[config.mk]
export PLATFORM = sky130hd
export DESIGN_NAME = frpc_ctrl
export DESIGN_NICKNAME = d
export VERILOG_FILES = /design/src/verilog/frpc_pkg.sv /design/src/verilog/frpc_ctrl.sv
export SDC_FILE = /design/constraint.sdc
export NUM_CORES = 1
export LEC_CHECK = 0
export BUFFER_PORTS_ARGS = -buffer_cell sky130_fd_sc_hd__buf_2
export CORE_MARGIN = 8
export CORE_UTILIZATION = 49
export DETAILED_ROUTE_END_ITERATION = 10
export GPL_ROUTABILITY_DRIVEN = 0
export PLACE_DENSITY_LB_ADDON = 0.12
export SLEW_MARGIN = 20
export SYNTH_ARGS = -nofsm -noshare
export SYNTH_HDL_FRONTEND = slang
export SYNTH_SLANG_ARGS = --single-unit
export TNS_END_PERCENT = 20
[constraint.sdc]
create_clock -name clk_in -period 1.85 [get_ports clk_in]
set_input_delay 0.37 -clock clk_in [delete_from_list [all_inputs] [get_ports clk_in]]
set_output_delay 0.37 -clock clk_in [all_outputs]
set_load 0.01 [all_outputs]
[src/verilog/frpc_pkg.sv]
// package for the flash row erase/program controller
// assumes one 100 MHz clock domain shared with the register port
package frpc_pkg;

	// ------------------------------------------------------------
	// register map
	// ------------------------------------------------------------
	localparam logic [3:0]  ADDR_CONTROL   = 4'h0;
	localparam logic [3:0]  ADDR_KEY       = 4'h2;
	localparam logic [3:0]  ADDR_PAGE      = 4'h4;
	localparam logic [3:0]  ADDR_OFFSET    = 4'h6;
	localparam logic [15:0] CONTROL_RESET  = 16'h0000;
	localparam logic [15:0] CONTROL_WMASK  = 16'h707F;

	// ------------------------------------------------------------
	// field positions
	// ------------------------------------------------------------
	localparam int START_POS   = 15;
	localparam int PERMIT_POS  = 14;
	localparam int FAULT_POS   = 13;
	localparam int PROGRAM_ONLY_SELECT_POS = 12;
	localparam int ERASE_POS   = 6;

	// ------------------------------------------------------------
	// keys and operation codes
	// ------------------------------------------------------------
	localparam logic [7:0] KEY_FIRST  = 8'h55;
	localparam logic [7:0] KEY_SECOND = 8'hAA;
	localparam logic [5:0] OP_ERASE_4 = 6'h1A;
	localparam logic [5:0] OP_ERASE_2 = 6'h19;
	localparam logic [5:0] OP_ERASE_1 = 6'h18;
	localparam logic [3:0] OP_BOOT    = 4'hA;
	localparam logic [3:0] OP_ALL     = 4'h9;
	localparam logic [3:0] OP_CONFIG  = 4'h5;
	localparam logic [3:0] OP_EEPROM  = 4'h4;
	localparam logic [3:0] OP_GENERAL = 4'h3;
	localparam logic [3:0] OP_ROW_PGM = 4'h1;

	// array action handed to the flash array
	localparam logic [3:0] ACT_NONE    = 4'h0;
	localparam logic [3:0] ACT_ERASE_1 = 4'h1;
	localparam logic [3:0] ACT_ERASE_2 = 4'h2;
	localparam logic [3:0] ACT_ERASE_4 = 4'h3;
	localparam logic [3:0] ACT_BOOT    = 4'h4;
	localparam logic [3:0] ACT_ALL     = 4'h5;
	localparam logic [3:0] ACT_CONFIG  = 4'h6;
	localparam logic [3:0] ACT_EEPROM  = 4'h7;
	localparam logic [3:0] ACT_GENERAL = 4'h8;
	localparam logic [3:0] ACT_PROGRAM = 4'h9;

	// ------------------------------------------------------------
	// row geometry and timing
	// ------------------------------------------------------------
	localparam int ROW_WORDS     = 32;
	localparam int CLK_PERIOD_NS = 10;
	localparam int OP_TIME_NS    = 2000;
	localparam int OP_CYCLES     = (OP_TIME_NS + CLK_PERIOD_NS - 1) / CLK_PERIOD_NS;

	typedef enum logic [2:0] {
		FRPC_IDLE  = 3'b001,
		FRPC_KEY1  = 3'b010,
		FRPC_OPEN  = 3'b100
	} frpc_key_e;

	typedef enum logic [1:0] {
		FRPC_READY = 2'b01,
		FRPC_BUSY  = 2'b10
	} frpc_op_e;

endpackage : frpc_pkg

[src/verilog/frpc_ctrl.sv]
// flash row erase/program sequencer with key unlock
// assumes the flash array pulses done_in when a launched action ends
`timescale 1ns/10ps

module frpc_ctrl
(
	// clock and reset
	input  wire logic        clk_in,
	input  wire logic        srst_in,
	// register port
	input  wire logic [3:0]  addr_in,
	input  wire logic [15:0] wdata_in,
	input  wire logic        wr_in,
	input  wire logic        rd_in,
	output logic      [15:0] rdata_out,
	// mode and array
	input  wire logic        serial_mode_in,
	input  wire logic        done_in,
	output logic             stall_out,
	output logic             array_go_out,
	output logic      [3:0]  array_act_out,
	output logic      [23:0] array_addr_out
);

	// ------------------------------------------------------------
	// state
	// ------------------------------------------------------------
	typedef struct packed {
		logic [15:0]          ctrl;
		logic [7:0]           page;
		logic [15:0]          offs;
		frpc_pkg::frpc_key_e  key;
		frpc_pkg::frpc_op_e   op;
		logic [15:0]          rdata;
		logic                 stall;
		logic                 go;
		logic [3:0]           act;
		logic [23:0]          addr;
	} frpc_state_s;

	frpc_state_s st_q;
	frpc_state_s st_d;

	// ------------------------------------------------------------
	// decode
	// ------------------------------------------------------------
	function automatic logic [3:0] frpc_decode(input logic erase, input logic [5:0] code,
		input logic serial);
		logic [3:0] act;
		act = frpc_pkg::ACT_NONE;
		if (erase)
		begin
			if (code == frpc_pkg::OP_ERASE_4)
				act = frpc_pkg::ACT_ERASE_4;
			else if (code == frpc_pkg::OP_ERASE_2)
				act = frpc_pkg::ACT_ERASE_2;
			else if (code == frpc_pkg::OP_ERASE_1)
				act = frpc_pkg::ACT_ERASE_1;
			else if (code[5:2] == frpc_pkg::OP_BOOT && serial)
				act = frpc_pkg::ACT_BOOT;
			else if (code[5:2] == frpc_pkg::OP_ALL && serial)
				act = frpc_pkg::ACT_ALL;
			else if (code[5:2] == frpc_pkg::OP_CONFIG)
				act = frpc_pkg::ACT_CONFIG;
			else if (code[5:2] == frpc_pkg::OP_EEPROM)
				act = frpc_pkg::ACT_EEPROM;
			else if (code[5:2] == frpc_pkg::OP_GENERAL)
				act = frpc_pkg::ACT_GENERAL;
		end
		else if (code[5:2] == frpc_pkg::OP_ROW_PGM)
			act = frpc_pkg::ACT_PROGRAM;
		return act;
	endfunction : frpc_decode

	logic [3:0]  act_w;
	logic        ctrl_wr;
	logic        key_wr;
	logic        start_req;
	logic        unlocked;
	logic [23:0] row_base;
	logic        start_ok;
	logic        erase_ok;
	logic        prog_ok;

	always_comb
	begin
		ctrl_wr   = wr_in && addr_in == frpc_pkg::ADDR_CONTROL;
		key_wr    = wr_in && addr_in == frpc_pkg::ADDR_KEY;
		unlocked  = st_q.key == frpc_pkg::FRPC_OPEN;
		start_req = ctrl_wr && wdata_in[frpc_pkg::START_POS]
			&& st_q.op == frpc_pkg::FRPC_READY;
		act_w     = frpc_decode(wdata_in[frpc_pkg::ERASE_POS], wdata_in[5:0], serial_mode_in);
		start_ok  = start_req && unlocked && wdata_in[frpc_pkg::PERMIT_POS];
		erase_ok  = start_ok && wdata_in[frpc_pkg::ERASE_POS];
		prog_ok   = start_ok && !wdata_in[frpc_pkg::ERASE_POS];
		// row aligned pointer; low 6 bits are word in row (2 address units per word)
		row_base  = {st_q.page, st_q.offs[15:6], 6'h00};
	end

	// ------------------------------------------------------------
	// next state
	// ------------------------------------------------------------
	always_comb
	begin
		st_d      = st_q;
		st_d.go   = 1'b0;
		st_d.rdata = 16'h0000;

		// unlock sequence tracking
		case (st_q.key)
			frpc_pkg::FRPC_IDLE:
				if (key_wr && wdata_in[7:0] == frpc_pkg::KEY_FIRST)
					st_d.key = frpc_pkg::FRPC_KEY1;
			frpc_pkg::FRPC_KEY1:
				if (key_wr && wdata_in[7:0] == frpc_pkg::KEY_SECOND)
					st_d.key = frpc_pkg::FRPC_OPEN;
				else if (wr_in || rd_in)
					st_d.key = frpc_pkg::FRPC_IDLE;
			frpc_pkg::FRPC_OPEN:
				st_d.key = frpc_pkg::FRPC_IDLE;
			default:
				st_d.key = frpc_pkg::FRPC_IDLE;
		endcase

		if (wr_in && addr_in == frpc_pkg::ADDR_PAGE)
			st_d.page = wdata_in[7:0];
		if (wr_in && addr_in == frpc_pkg::ADDR_OFFSET)
			st_d.offs = wdata_in;

		// control writes only while ready: plain fields, start only when set
		if (ctrl_wr && st_q.op == frpc_pkg::FRPC_READY)
		begin
			st_d.ctrl = (st_q.ctrl & ~frpc_pkg::CONTROL_WMASK)
				| (wdata_in & frpc_pkg::CONTROL_WMASK);
			if (start_req)
			begin
				if (unlocked && wdata_in[frpc_pkg::PERMIT_POS]
					&& act_w != frpc_pkg::ACT_NONE)
				begin
					st_d.ctrl[frpc_pkg::START_POS] = 1'b1;
					st_d.ctrl[frpc_pkg::FAULT_POS] = 1'b0;
					st_d.op    = frpc_pkg::FRPC_BUSY;
					st_d.stall = 1'b1;
					st_d.go    = 1'b1;
					st_d.act   = act_w;
					st_d.addr  = row_base;
				end
				else if (!unlocked || !wdata_in[frpc_pkg::PERMIT_POS])
					st_d.ctrl[frpc_pkg::FAULT_POS] = 1'b1;
			end
		end

		case (st_q.op)
			frpc_pkg::FRPC_READY:
				st_d.stall = st_d.stall;
			frpc_pkg::FRPC_BUSY:
				if (done_in)
				begin
					st_d.ctrl[frpc_pkg::START_POS] = 1'b0;
					st_d.op    = frpc_pkg::FRPC_READY;
					st_d.stall = 1'b0;
					st_d.act   = frpc_pkg::ACT_NONE;
				end
			default:
				st_d.op = frpc_pkg::FRPC_READY;
		endcase

		if (rd_in && addr_in == frpc_pkg::ADDR_CONTROL)
			st_d.rdata = st_q.ctrl & {1'b1, frpc_pkg::CONTROL_WMASK[14:0]};
		else if (rd_in && addr_in == frpc_pkg::ADDR_PAGE)
			st_d.rdata = {8'h00, st_q.page};
		else if (rd_in && addr_in == frpc_pkg::ADDR_OFFSET)
			st_d.rdata = st_q.offs;
	end

	// ------------------------------------------------------------
	// registers
	// ------------------------------------------------------------
	always_ff @(posedge clk_in)
	begin
		if (srst_in)
		begin
			st_q.ctrl  <= frpc_pkg::CONTROL_RESET;
			st_q.page  <= 8'h00;
			st_q.offs  <= 16'h0000;
			st_q.key   <= frpc_pkg::FRPC_IDLE;
			st_q.op    <= frpc_pkg::FRPC_READY;
			st_q.rdata <= 16'h0000;
			st_q.stall <= 1'b0;
			st_q.go    <= 1'b0;
			st_q.act   <= frpc_pkg::ACT_NONE;
			st_q.addr  <= 24'h000000;
		end
		else
			st_q <= st_d;
	end

	assign rdata_out      = st_q.rdata;
	assign stall_out      = st_q.stall;
	assign array_go_out   = st_q.go;
	assign array_act_out  = st_q.act;
	assign array_addr_out = st_q.addr;

	// ------------------------------------------------------------
	// checks
	// ------------------------------------------------------------
	chk_start_needs_key: assert property (@(posedge clk_in) disable iff (srst_in)
		$rose(st_q.ctrl[frpc_pkg::START_POS]) |-> $past(st_q.key) == frpc_pkg::FRPC_OPEN)
		else $error("start without unlock");

	chk_start_needs_permit: assert property (@(posedge clk_in) disable iff (srst_in)
		$rose(st_q.ctrl[frpc_pkg::START_POS]) |-> st_q.ctrl[frpc_pkg::PERMIT_POS])
		else $error("start without permit");

	chk_start_launches: assert property (@(posedge clk_in) disable iff (srst_in)
		$rose(st_q.ctrl[frpc_pkg::START_POS]) |-> st_q.go && st_q.act != frpc_pkg::ACT_NONE)
		else $error("start did not launch array");

	chk_done_clears: assert property (@(posedge clk_in) disable iff (srst_in)
		st_q.op == frpc_pkg::FRPC_BUSY && done_in |=> !st_q.ctrl[frpc_pkg::START_POS])
		else $error("start not cleared at done");

	chk_zero_no_clear: assert property (@(posedge clk_in) disable iff (srst_in)
		st_q.ctrl[frpc_pkg::START_POS] && !done_in |=> st_q.ctrl[frpc_pkg::START_POS])
		else $error("start cleared by software");

	chk_stall_busy: assert property (@(posedge clk_in) disable iff (srst_in)
		st_q.stall == st_q.ctrl[frpc_pkg::START_POS])
		else $error("stall not matching busy");

	chk_fault_bad_start: assert property (@(posedge clk_in) disable iff (srst_in)
		start_req && !unlocked |=> st_q.ctrl[frpc_pkg::FAULT_POS])
		else $error("fault flag not set");

	chk_key_lost: assert property (@(posedge clk_in) disable iff (srst_in)
		st_q.key == frpc_pkg::FRPC_KEY1 && rd_in |=> st_q.key == frpc_pkg::FRPC_IDLE)
		else $error("unlock kept after stray access");

	chk_bits_zero: assert property (@(posedge clk_in) disable iff (srst_in)
		st_q.rdata[11:7] == 5'h00)
		else $error("unimplemented bits nonzero");

	chk_serial_only: assert property (@(posedge clk_in) disable iff (srst_in)
		st_q.go && (st_q.act == frpc_pkg::ACT_BOOT || st_q.act == frpc_pkg::ACT_ALL)
		|-> $past(serial_mode_in))
		else $error("serial-only erase outside serial mode");

	chk_key_lost_write: assert property (@(posedge clk_in) disable iff (srst_in)
		st_q.key == frpc_pkg::FRPC_KEY1 && wr_in && !key_wr
		|=> st_q.key == frpc_pkg::FRPC_IDLE)
		else $error("unlock kept after stray write");

	chk_open_one_cycle: assert property (@(posedge clk_in) disable iff (srst_in)
		st_q.key == frpc_pkg::FRPC_OPEN |=> st_q.key == frpc_pkg::FRPC_IDLE)
		else $error("unlock window longer than one cycle");

	chk_open_after_first: assert property (@(posedge clk_in) disable iff (srst_in)
		st_q.key == frpc_pkg::FRPC_OPEN |-> $past(st_q.key) == frpc_pkg::FRPC_KEY1)
		else $error("unlock reached without first key");

	chk_fault_no_permit: assert property (@(posedge clk_in) disable iff (srst_in)
		start_req && !wdata_in[frpc_pkg::PERMIT_POS] |=> st_q.ctrl[frpc_pkg::FAULT_POS])
		else $error("fault flag not set without permit");

	chk_fault_normal_end: assert property (@(posedge clk_in) disable iff (srst_in)
		st_q.op == frpc_pkg::FRPC_BUSY && done_in |=> !st_q.ctrl[frpc_pkg::FAULT_POS])
		else $error("fault flag set after normal end");

	chk_undefined_idle: assert property (@(posedge clk_in) disable iff (srst_in)
		start_ok && act_w == frpc_pkg::ACT_NONE
		|=> !st_q.go && !st_q.ctrl[frpc_pkg::START_POS])
		else $error("undefined code started an action");

	chk_erase_one_row: assert property (@(posedge clk_in) disable iff (srst_in)
		erase_ok && wdata_in[5:0] == frpc_pkg::OP_ERASE_1 |=> st_q.act == frpc_pkg::ACT_ERASE_1)
		else $error("one-row erase not launched");

	chk_erase_two_rows: assert property (@(posedge clk_in) disable iff (srst_in)
		erase_ok && wdata_in[5:0] == frpc_pkg::OP_ERASE_2 |=> st_q.act == frpc_pkg::ACT_ERASE_2)
		else $error("two-row erase not launched");

	chk_erase_four_rows: assert property (@(posedge clk_in) disable iff (srst_in)
		erase_ok && wdata_in[5:0] == frpc_pkg::OP_ERASE_4 |=> st_q.act == frpc_pkg::ACT_ERASE_4)
		else $error("four-row erase not launched");

	chk_config_erase: assert property (@(posedge clk_in) disable iff (srst_in)
		erase_ok && wdata_in[5:2] == frpc_pkg::OP_CONFIG |=> st_q.act == frpc_pkg::ACT_CONFIG)
		else $error("config block erase not launched");

	chk_eeprom_erase: assert property (@(posedge clk_in) disable iff (srst_in)
		erase_ok && wdata_in[5:2] == frpc_pkg::OP_EEPROM |=> st_q.act == frpc_pkg::ACT_EEPROM)
		else $error("eeprom erase not launched");

	chk_general_erase: assert property (@(posedge clk_in) disable iff (srst_in)
		erase_ok && wdata_in[5:2] == frpc_pkg::OP_GENERAL |=> st_q.act == frpc_pkg::ACT_GENERAL)
		else $error("general block erase not launched");

	chk_program_row: assert property (@(posedge clk_in) disable iff (srst_in)
		prog_ok && wdata_in[5:2] == frpc_pkg::OP_ROW_PGM |=> st_q.act == frpc_pkg::ACT_PROGRAM)
		else $error("row program not launched");

	chk_program_not_erase: assert property (@(posedge clk_in) disable iff (srst_in)
		st_q.go && st_q.act == frpc_pkg::ACT_PROGRAM |-> !st_q.ctrl[frpc_pkg::ERASE_POS])
		else $error("program launched with erase selected");

	chk_program_only_select_ignored: assert property (@(posedge clk_in) disable iff (srst_in)
		prog_ok && wdata_in[5:2] == frpc_pkg::OP_ROW_PGM && wdata_in[frpc_pkg::PROGRAM_ONLY_SELECT_POS]
		|=> st_q.go && st_q.act == frpc_pkg::ACT_PROGRAM)
		else $error("program-only bit changed flash program");

	chk_row_pointer: assert property (@(posedge clk_in) disable iff (srst_in)
		st_q.go |-> st_q.addr == {st_q.page, st_q.offs[15:6], 6'h00})
		else $error("row address not from table pointer");

	chk_act_held: assert property (@(posedge clk_in) disable iff (srst_in)
		st_q.op == frpc_pkg::FRPC_BUSY && !done_in
		|=> $stable(st_q.act) && $stable(st_q.addr))
		else $error("action changed while busy");

	chk_stall_release: assert property (@(posedge clk_in) disable iff (srst_in)
		st_q.op == frpc_pkg::FRPC_BUSY && done_in |=> !st_q.stall)
		else $error("stall kept after done");

	chk_reset_idle: assert property (@(posedge clk_in) disable iff (srst_in)
		$past(srst_in) |-> st_q.ctrl == frpc_pkg::CONTROL_RESET && !st_q.stall && !st_q.go)
		else $error("control not idle after reset");

endmodule : frpc_ctrl

==> reports/results.txt <==
share of flip-flops with an asynchronous set or reset: 0%
clock transition at the register clock pins on the worst setup and hold paths after CTS: 70 ps
part of the Yosys area used for sequential elements: 43.9%
Hold Vio Cnt, Final: 0
initial standard-cell utilization of the core: 50.6%
Comb pwr share: 6.4%
Max Transition Viols Final: 0
global router's overall resource usage: 16.4%
WL per Instance: 14.9 um
Critical-path top delay cell: dfxtp_1
total negative slack: 0 ps
final count of negative-setup-slack endpoints: 0
Layout fillers: 706
Layout Skew: 8.40 ps
crit path buf inv count: 1
library cell with the highest instance count after synthesis: dfxtp_1
EDFF count, synth: 0
required time of the critical path: 2120 ps
placeable core region: 7210 um^2
initial antenna violation count: 0
number of port buffers: 65
kind of end point of the critical path: flop
Seq pwr share: 51.9%
total clock buffers created by CTS: 9
First-pass DRT Iterations: 5
total half-perimeter wirelength after legalization and detailed placement: 6030 um
switching power: 0.720 mW
mean area per synthesized cell: 9.07 um^2
count of H-tree levels built during CTS: 3
worst-case vdd ir drop: 0.375 mV
internal power component: 2.62 mW
post-synth design cell area: 3650 um^2
number of distinct library cells after synthesis: 44
full die area: 10500 um^2
via total after detailed routing: 2800
TritonCTS Sinks: 80
top cell types by occurrence after synthesis: dfxtp_1 (80), buf_4 (46), nand2b_1 (38)
largest net degree at the start of global routing: 36
area fraction of the dominant cell type after synthesis: 43.9%
Routed Antenna Nets: 0
arrival time at the worst endpoint: 2000 ps
leading post-synthesis cells by cell area: dfxtp_1 (44%), mux2i_1 (9.6%), buf_4 (9.5%)
crit path time final: 1720 ps
source-to-sink clock delay at the later pin of the worst-skew pair: 340 ps
fraction of final layout cells sized beyond drive strength 1: 26.0%
vertical die dimension: 102 um
drt first-iter violations: 166
switching part of the total power: 21.5%
clock group share of total power: 41.7%
number of synthesis warnings: 0
wire length of the first global-routing pass: 13300 um
cells traversed along the worst timing path: ha_2 > nor4bb_4 > nand4_1 > a31oi_4 > buf_12 > mux2i_1
total power consumption of the routed design: 3.34 mW
worst path setup slack after routing: 128 ps
critical path's top delay family: simple AND/OR/NAND/NOR gates
number of ports placed on the die boundary: 72
CTS max path bufs: 2
Final nets: 476
PwrDens: 801 nW/um^2
result of the run: finished, final reports clean
number of diodes: 0
synthesized flop and latch total: 80
vias per cell: 5.07
Syn-to-layout area delta: 14.4%
max-capacitance violation count: 0
startpoint types: flop
achievable frequency: 581 MHz
crit path max fanout: 20
Placed Instance Area: 3940 um^2
Post-Place Worst Slack: -37.9 ps
Remaining DRCs: 0
number of instances in the synthesized netlist: 402
count of standard-cell rows: 31
Final Cell Area: 4170 um^2
type of the most critical hold path: input pin to flop
category of the most critical setup path: flop to flop
Leakage: 1.82 nW
width of the die: 102 um
dominant synthesized flop cell: dfxtp_1
Period Utilization, post-route: 93.1%
post-detailed-routing wire length: 8230 um
largest area contributor in the synthesized netlist: dfxtp_1
TritonCTS clock tree: yes
number of global-route vias before repair: 2753
hold-fix buffer count after cts: 0
Crit path largest cell delay: 370 ps
root buffer cell: clkbuf_8
total global routing overflow: 0
-- sequential cells by signal, summed over array words and instances (netlist names) --
register and count:
st_q 22, array_addr_out 18, row_base 18, rdata_out 16, array_act_out 4, array_go_out 1, stall_out 1
-- cells by family after synthesis --
group,Yosys count,share of synthesized area [%]
other cells,1,0.103
simple gates,158,22.6
fa+ha+maj,2,0.686
compound gates,52,9.91
buf+inv,72,12.7
flops,80,43.9
xor+xnor,2,0.480
mux,35,9.61
-- layout by cell type (no fill, tap or decap), types with 7 or more instances in the layout --
cell type   n
mux2i_1    35
a222oi_1    7
buf_2      65
nor2_1     37
a21oi_1    22
clkbuf_8   10
buf_4      30
nand2_1    37
nand2b_1   38
dfxtp_1    80
-- power by group through the flow --
stage	Clock, mW	Sequential [mW]	Combinational (mW)
6_report	1.39	1.74	0.213
5_1_grt	1.50	1.74	0.233
4_1_cts	1.42	1.74	0.210
3_5_place_dp	0	1.78	0.210
3_3_place_gp	0	1.78	0.207
2_1_floorplan	0	1.77	0.130
-- final timing paths --
| check | from | endpoint | slack (ps) | cells after the start |
|---|---|---|---|---|
| max | st_q[46] | array_addr_out[17] | 130 | 6 |
| min | wdata_in[11] | row_base[11] | 260 | 3 |
| max reg2reg | st_q[46] | array_addr_out[17] | 130 | 6 |
| min reg2reg | array_act_out[2] | array_act_out[2] | 460 | 2 |
-- routing by layer --
layer  track usage (%)  wire [um]
met4              7.79        117
met2              26.9       4000
met3              3.61        566
met1              19.9       3540
met5                 0          0
-- layout make-up --
type                            instances  area (um^2)  area share (%)
Multi-Input combinational cell        255         1620            38.8
Sequential cell                        80         1600            38.4
Timing Repair Buffer                   98          602            14.4
Clock buffer                           13          149            3.57
Tap cell                               99          124            2.97
Clock inverter                          3         65.1            1.56
Inverter                                4         15.0           0.360
-- what timing repair did --
item | in CTS | in global routing
setup buffers | 0 | 0
endpoints found under the setup margin | 0 | 25
resized for setup | 0 | 4
-- worst reg2reg max path: cells and delay by family (launching register included) --
family / cells / cell delay, ps
simple gates: 2 / 420
mux: 1 / 200
buf+inv: 1 / 200
fa+ha+maj: 1 / 220
flops: 1 / 370
compound gates: 1 / 240
-- per-stage QoR --
step,utilization [%],instances,hold WS (ps)
after floorplan,-,407,432
final,57.9,552,261
after detailed placement,54.6,536,446
after global routing,57.9,552,257
after global placement,54.6,536,445
after CTS,57.6,552,253
No activity file was read; power rests on OpenSTA's default activity.
